## src/pkg/phy_port_defs.vh

```
`ifndef PHY_PORT_DEFS_VH
`define PHY_PORT_DEFS_VH

// Port count and nibble width
`define NUM_PORTS        8
`define NIBBLE_W         4

// Error type codes carried on the receive nibble while the error line is high
`define ERR_CODE_VIOL    4'h0
`define ERR_CODE_EBUF    4'h1
`define ERR_CODE_TERM    4'h2
`define ERR_CODE_RSVD    4'h3
`define ERR_CODE_10MB    4'h4

// Transmit nibble sent while a code violation is forced
`define TX_IDLE_NIBBLE   4'h0

// Arbiter states
`define ARB_IDLE         1'b0
`define ARB_GRANT        1'b1

`endif

```

## src/rtl/repeater_phy_port.v

```verilog
`timescale 1ns/1ps
`include "phy_port_defs.vh"
// Contract
// - Receive enable polarity follows strap level
// - Error line high makes nibble error type
// - Errors forwarded only to inter-repeater side
// - Codes 3h and 4h never seen
// - Receive enable only while carrier present, except all ports enabled just after reset with a pulled-down strap
// - Receive lines sampled on clock fall
// - Carrier inputs synchronised before use
// - Transmit enables active high per port
// - Transmit busy is OR of enables
// - Transmit error high for violation nibbles while a port is selected
// - Shared transmit nibble drives all PHYs
// - Error sent active low to inter-repeater
module repeater_phy_port (
	input  wire       clk,
	input  wire       reset_n,
	input  wire       receive_enable_polarity_strap,
	input  wire [7:0] carrier_sense,
	input  wire       rx_clk,
	input  wire [3:0] rx_data,
	input  wire       rx_valid,
	input  wire       rx_error,
	input  wire [7:0] tx_port_select,
	input  wire [3:0] tx_data_in,
	input  wire       tx_violation,
	output reg  [7:0] port_receive_enable,
	output reg  [3:0] rx_nibble_out,
	output reg        rx_valid_out,
	output reg        rx_nibble_strobe,
	output reg  [2:0] rx_active_port,
	output reg        inter_repeater_error_n,
	output reg  [3:0] ir_error_type,
	output reg  [3:0] local_rx_nibble,
	output reg  [7:0] port_transmit_enable,
	output reg        tx_busy,
	output reg        tx_error,
	output reg  [3:0] tx_data
);
	// Synchronised carriers, strap, receive clock and receive lines
	wire [7:0] crs_sync;
	reg        strap_meta_reg;
	reg        strap_sync_reg;
	wire       rxc_sync;
	wire [3:0] rxd_sync;
	wire       rxdv_sync;
	wire       rxer_sync;

	reg        arb_state_reg;
	reg        arb_state_next;
	reg  [2:0] grant_reg;
	reg  [2:0] grant_next;
	reg        pol_high_reg;
	reg        rxc_prev_reg;
	reg  [7:0] onehot;
	reg        found;
	integer    i;

	// Carrier inputs are asynchronous
	genvar g;
	generate
		for (g = 0; g < `NUM_PORTS; g = g + 1) begin : g_crs
			sync2 u_crs (
				.clk     (clk),
				.reset_n (reset_n),
				.d       (carrier_sense[g]),
				.q       (crs_sync[g])
			);
		end
		for (g = 0; g < `NIBBLE_W; g = g + 1) begin : g_rxd
			sync2 u_rxd (
				.clk     (clk),
				.reset_n (reset_n),
				.d       (rx_data[g]),
				.q       (rxd_sync[g])
			);
		end
	endgenerate

	// Strap synchroniser resets to the open-strap level, so with an open strap
	// enables stay inactive while the strap is still being sampled
	// Limitation: a pulled-down strap reads as active high for the
	// first few cycles after reset, with all enables at 00
	always @(posedge clk or negedge reset_n) begin
		if (!reset_n) begin
			strap_meta_reg <= 1'b1;
			strap_sync_reg <= 1'b1;
		end else begin
			strap_meta_reg <= receive_enable_polarity_strap;
			strap_sync_reg <= strap_meta_reg;
		end
	end

	// Receive clock and lines share one latency, so the nibble seen
	// at a detected fall is the one that stood across that fall
	sync2 u_rxc (
		.clk     (clk),
		.reset_n (reset_n),
		.d       (rx_clk),
		.q       (rxc_sync)
	);
	sync2 u_rxdv (
		.clk     (clk),
		.reset_n (reset_n),
		.d       (rx_valid),
		.q       (rxdv_sync)
	);
	sync2 u_rxer (
		.clk     (clk),
		.reset_n (reset_n),
		.d       (rx_error),
		.q       (rxer_sync)
	);

	// Falling edge of the synchronised receive clock
	wire rxc_fall = rxc_prev_reg & ~rxc_sync;

	// Lowest carrying port wins the shared receive bus
	always @* begin
		found = 1'b0;
		grant_next = grant_reg;
		arb_state_next = arb_state_reg;
		for (i = `NUM_PORTS - 1; i >= 0; i = i - 1) begin
			if (crs_sync[i]) begin
				found = 1'b1;
				grant_next = i[2:0];
			end
		end
		case (arb_state_reg)
			`ARB_IDLE: begin
				if (found)
					arb_state_next = `ARB_GRANT;
			end
			`ARB_GRANT: begin
				// Hold the grant until its carrier drops
				if (crs_sync[grant_reg])
					grant_next = grant_reg;
				else
					arb_state_next = `ARB_IDLE;
			end
			default: arb_state_next = `ARB_IDLE;
		endcase
	end

	// One-hot enable of the granted port only
	// Gating on live carrier keeps codes 3h and 4h off the bus,
	// since a PHY only shows them with its carrier low
	always @* begin
		onehot = 8'h00;
		if (arb_state_reg == `ARB_GRANT && crs_sync[grant_reg])
			onehot[grant_reg] = 1'b1;
	end

	// Strap caught after release; arbiter registers
	always @(posedge clk or negedge reset_n) begin
		if (!reset_n) begin
			arb_state_reg <= `ARB_IDLE;
			grant_reg     <= 3'h0;
			pol_high_reg  <= 1'b1;
			rxc_prev_reg  <= 1'b0;
			port_receive_enable <= 8'h00;
		end else begin
			arb_state_reg <= arb_state_next;
			grant_reg     <= grant_next;
			pol_high_reg  <= strap_sync_reg;
			rxc_prev_reg  <= rxc_sync;
			// Inactive level is the opposite of the strap polarity
			port_receive_enable <= pol_high_reg ? onehot : ~onehot;
		end
	end

	// Receive data path, sampled at receive clock fall
	always @(posedge clk or negedge reset_n) begin
		if (!reset_n) begin
			rx_nibble_out          <= 4'h0;
			rx_valid_out           <= 1'b0;
			rx_nibble_strobe       <= 1'b0;
			rx_active_port         <= 3'h0;
			inter_repeater_error_n <= 1'b1;
			ir_error_type          <= 4'h0;
			local_rx_nibble        <= 4'h0;
		end else begin
			rx_nibble_strobe <= rxc_fall & (arb_state_reg == `ARB_GRANT);
			if (rxc_fall) begin
				rx_nibble_out  <= rxd_sync;
				rx_valid_out   <= rxdv_sync;
				rx_active_port <= grant_reg;
				// Error sampled at receive clock fall and held, active low
				inter_repeater_error_n <= ~rxer_sync;
				// Error type goes to inter-repeater side only
				ir_error_type <= rxer_sync ? rxd_sync : 4'h0;
				// Local ports never see error nibbles
				if (!rxer_sync)
					local_rx_nibble <= rxd_sync;
			end
		end
	end

	// Transmit side; violation forces a fixed nibble with error high
	// Requests come from the same clock, so no synchroniser here;
	// the error line stays low when no port is selected
	always @(posedge clk or negedge reset_n) begin
		if (!reset_n) begin
			port_transmit_enable <= 8'h00;
			tx_busy              <= 1'b0;
			tx_error             <= 1'b0;
			tx_data              <= 4'h0;
		end else begin
			port_transmit_enable <= tx_port_select;
			tx_busy  <= |tx_port_select;
			tx_error <= tx_violation & (|tx_port_select);
			tx_data  <= tx_violation ? `TX_IDLE_NIBBLE : tx_data_in;
		end
	end
endmodule // repeater_phy_port

```

## src/rtl/sync2.v

```verilog
`timescale 1ns/1ps
// Two-flop synchroniser for one asynchronous level
module sync2 (
	input  wire clk,
	input  wire reset_n,
	input  wire d,
	output reg  q
);
	reg meta_reg;

	// First stage is read by the second stage only
	always @(posedge clk or negedge reset_n) begin
		if (!reset_n) begin
			meta_reg <= 1'b0;
			q        <= 1'b0;
		end else begin
			meta_reg <= d;
			q        <= meta_reg;
		end
	end
endmodule // sync2

```

## config.mk

```make
export PLATFORM = sky130hd
export DESIGN_NAME = repeater_phy_port
export DESIGN_NICKNAME = d
export VERILOG_FILES = /design/src/rtl/repeater_phy_port.v /design/src/rtl/sync2.v
export VERILOG_INCLUDE_DIRS = /design/src /design/src/pkg
export SDC_FILE = /design/constraint.sdc
export NUM_CORES = 1
export LEC_CHECK = 0
export BUFFER_PORTS_ARGS = -buffer_cell sky130_fd_sc_hd__buf_2
export CORE_MARGIN = 4
export CORE_UTILIZATION = 55
export DETAILED_ROUTE_END_ITERATION = 7
export HOLD_SLACK_MARGIN = 0.02
export PLACE_DENSITY = 0.91
export SLEW_MARGIN = 0
export SYNTH_ARGS = -nofsm -noshare
export SYNTH_HDL_FRONTEND = slang
export SYNTH_HIERARCHICAL = 1
export SYNTH_SLANG_ARGS = --single-unit
```

## constraint.sdc

```tcl
create_clock -name clk -period 3.35 [get_ports clk]
set_input_delay 0.1675 -clock clk [delete_from_list [all_inputs] [get_ports clk]]
set_output_delay 0.1675 -clock clk [all_outputs]
set_load 0.02 [all_outputs]
```

==> results.md <==
- The run finished with clean final reports.
- The number of instances in the synthesized netlist is 166.
- The signal on the critical path passes through mux2_2 > a32oi_2 > o311ai_4 > a21o_1 > mux2_4.
- The layout cell share with drive strength beyond 1 is 37.6%.
- The proportion of register bits with asynchronous set or reset after synthesis is 100%.
- In the post-synthesis netlist, the biggest area contributors are sky130_fd_sc_hd__dfrtp_1, sky130_fd_sc_hd__mux2_2, sky130_fd_sc_hd__dfstp_2.
- The post-layout total power is 0.00223 W.
- The total nets after synthesis is 197.
- The final antenna diode count is 0.
- For this run, the share of the core covered by cells in the final layout is 76.7%.
- For this design the top-level I/O count stands at 71.
- Once the clock tree was built, the resizer swapped 0 gates to a different size.
- Along the worst path, the maximum fanout reaches 11.
- For this configuration, the core starts out at a cell density of 58.2%.
- The maximum number of pins on one net before global-route repair is 79.
- Summing all placed instances gives a cell area of 2980 µm².
- The detailed-route via count is 1603.
- The maximum vdd drop is 0.437 mV.
- Synthesis inferred 78 register bits.
- The detailed placer's ending HPWL is 3070 µm.
- The first-pass GRT wire length is 8110 µm.
- The post-route minimum period is 2.14 ns.
- The via count of the first global-routing pass is 1788.
- Summed over all instances, the cell type with the most area after synthesis is sky130_fd_sc_hd__dfrtp_1.
- The reg-to-reg setup timing slack is 1.21 ns.
- Dividing the detail-routed via count by the number of cells gives 4.96.
- The library cell used most frequently in the layout, excluding fill and tap cells, is sky130_fd_sc_hd__dfrtp_1.
- The max-cap violation count is 0.
- The die area is 5860 µm².
- The slowest stage of the critical path belongs to the cell sky130_fd_sc_hd__dfrtp_1.
- Global routing consumed, over all layers together, 17.8% of the routing resources.
- STA classifies the critical path startpoint as a flop.
- The post-CTS repair timing setup buffer count is 0.
- After synthesis, the netlist uses 31 different library cells.
- Yosys mapped a number of flops with a built-in enable equal to 0.
- The sequential share of the synthesized area is 75.7%.
- The leakage power summed over all cells is 1.63 nW.
- The detailed router finished its first iteration with 99 violations.
- The endpoint class of the critical path is a flop.
- The total global routing overflow is 0.
- The worst endpoint data arrival time is 2.35 ns.
- In the routed design, unresolved DRC markers number 0.
- The Yosys step of the flow raised 6 warnings.
- The post-synth design cell area is 2590 µm².
- The number of setup violations in the final report is 0.
- The dominant synthesized flop cell is sky130_fd_sc_hd__dfrtp_1.
- For this run, the slowest stage of the critical path takes 0.62 ns.
- The CTS tree is built.
- The number of H-tree levels is 3.
- The initial antenna violation count is 0.
- The relative max-transition margin is 39.5%.
- The first detailed-routing pass took 4 iterations.
- The global placer's final weighted congestion is 0.873.
- For this run, the post-layout net count is 298.
- The total CTS buffers is 9.
- The library cells used most frequently in the layout, excluding fill and tap cells, are sky130_fd_sc_hd__dfrtp_1, sky130_fd_sc_hd__buf_2, sky130_fd_sc_hd__dlygate4sd3_1, sky130_fd_sc_hd__nand2_1, sky130_fd_sc_hd__mux2_2.
- The final critical path takes up 63.8% of the cycle.
- For the worst setup path, the data required time is 3.56 ns.
- Relative to the synthesized area, the layout overhead comes to 31.8%.
- Setup repair after global routing left no endpoint under its margin.
- After detailed routing, the average wire length per cell comes to 14.6 µm.
- The number of nets still failing antenna checks after routing is 0.
- The type of the worst setup path is flop to flop.
- The chip width is 76.6 µm.
- The count of fill cells added during filler insertion is 267.
- The class of the tightest hold or removal check is input port to flop.
- The clock skew is 0.00834 ns.
- The tree is rooted in a sky130_fd_sc_hd__clkbuf_8.
- For the pin with the worst max-slew slack, the measured transition is 0.907 ns.
- The core footprint is 4440 µm².
- The worst-case clock buffer depth is 2.
- The final instance area is 3410 µm².
- The wire length reported by the detailed router is 4730 µm.
- The worst hold margin is 0.0460 ns.
- The number of hold-slack violations in the final timing report is 0.
- The maximum clock frequency is 468 MHz.
- In the final timing run, aggregate negative setup slack is 0 ns.
- The synthesized area per cell is 15.6 µm².
- The fraction of synthesized cell area taken by the top area cell type is 71.6%.
- The final max-slew violation count is 0.
- The die is 76.6 µm tall.
- Clock-pin slew was measured on the worst setup and hold paths at 0.07 ns.
- The insertion delay to the later sink of the worst-skew pair is 0.33 ns.
- The total clock sinks is 78.
- The initialized floorplan defines 24 standard-cell rows.
- Buffers placed on the I/O ports in this run total 70.
- The power per unit of standard cell area is 654 nW/µm².
## final timing paths
kind                                          from  depth (start not counted)                endpoint
setup / recovery                      grant_reg[1]                          5            grant_reg[0]
min in group asynchronous                  reset_n                          2  port_receive_enable[1]
hold reg to reg            g_rxd[1].u_rxd/meta_reg                          0        g_rxd[1].u_rxd/q
setup reg to reg                      grant_reg[1]                          5            grant_reg[0]
hold / removal                        tx_violation                          2              tx_data[0]
max in group asynchronous                  reset_n                          2                 u_rxc/q
## metrics by stage
step / setup slack (ns) / std cells
after floorplan: 1.50 / 166
after detailed placement: 1.25 / 283
after CTS: 1.23 / 323
after global routing: 1.15 / 323
after global placement: 1.34 / 283
final: 1.21 / 323
## cells in the mapped netlist, drive strengths merged (3+ instances only)
cell type and instances:
dfstp 4, xor2 8, buf 3, dfrtp 74, nand4 4, nor2 6, mux2 16, inv 4
o21ai 6, nor2b 5, nand2 13, nand3 3
## critical path: cells and delay by family (launching register included)
family             cells  cell delay [ns]
AOI/OAI and AO/OA      3             0.69
muxes                  2             0.71
DFF                    1             0.62
## power breakdown
part | total [W] | leakage [nW] | internal, W | switching (W)
clock | 0.000648 | 0.0908 | 0.000362 | 0.000286
combinational | 0.000441 | 0.621 | 0.000188 | 0.000253
sequential | 0.00114 | 0.922 | 0.00105 | 0.0000907
total | 0.00223 | 1.63 | 0.00160 | 0.000629
## cell type report
class,count,area [µm²],share of cell area (%)
inverters,4,15.0,0.440
repair buffers,95,603,17.7
clock buffers,14,153,4.48
clock inverters,1,30.0,0.881
well taps,52,65.1,1.91
flip-flops and latches,78,1960,57.4
multi-input cells,79,587,17.2
## logic make-up (layout without fill, tap and decap cells)
kind of cell / after synthesis / in the layout / share of synthesized area (%)
flip-flops: 78 / 78 / 75.7
AND/OR/NAND/NOR: 40 / 40 / 7.84
AO/OA/AOI/OAI: 14 / 14 / 4.35
multiplexers: 17 / 17 / 7.79
XOR/XNOR: 8 / 8 / 2.71
buffers and inverters: 9 / 114 / 1.64
## metal layers
layer	track usage [%]	part of all wire, %
met1	20.6	40
met2	30.2	52
met3	4.85	6.3
met4	9.24	1.7
met5	0	0
## what timing repair did
action / 4_1_cts / 5_1_grt
hold buffers: 25 / 0
hold endpoints to repair: 98 / 0
setup endpoints to repair: 0 / 0
(Power assumes the default switching activity.)
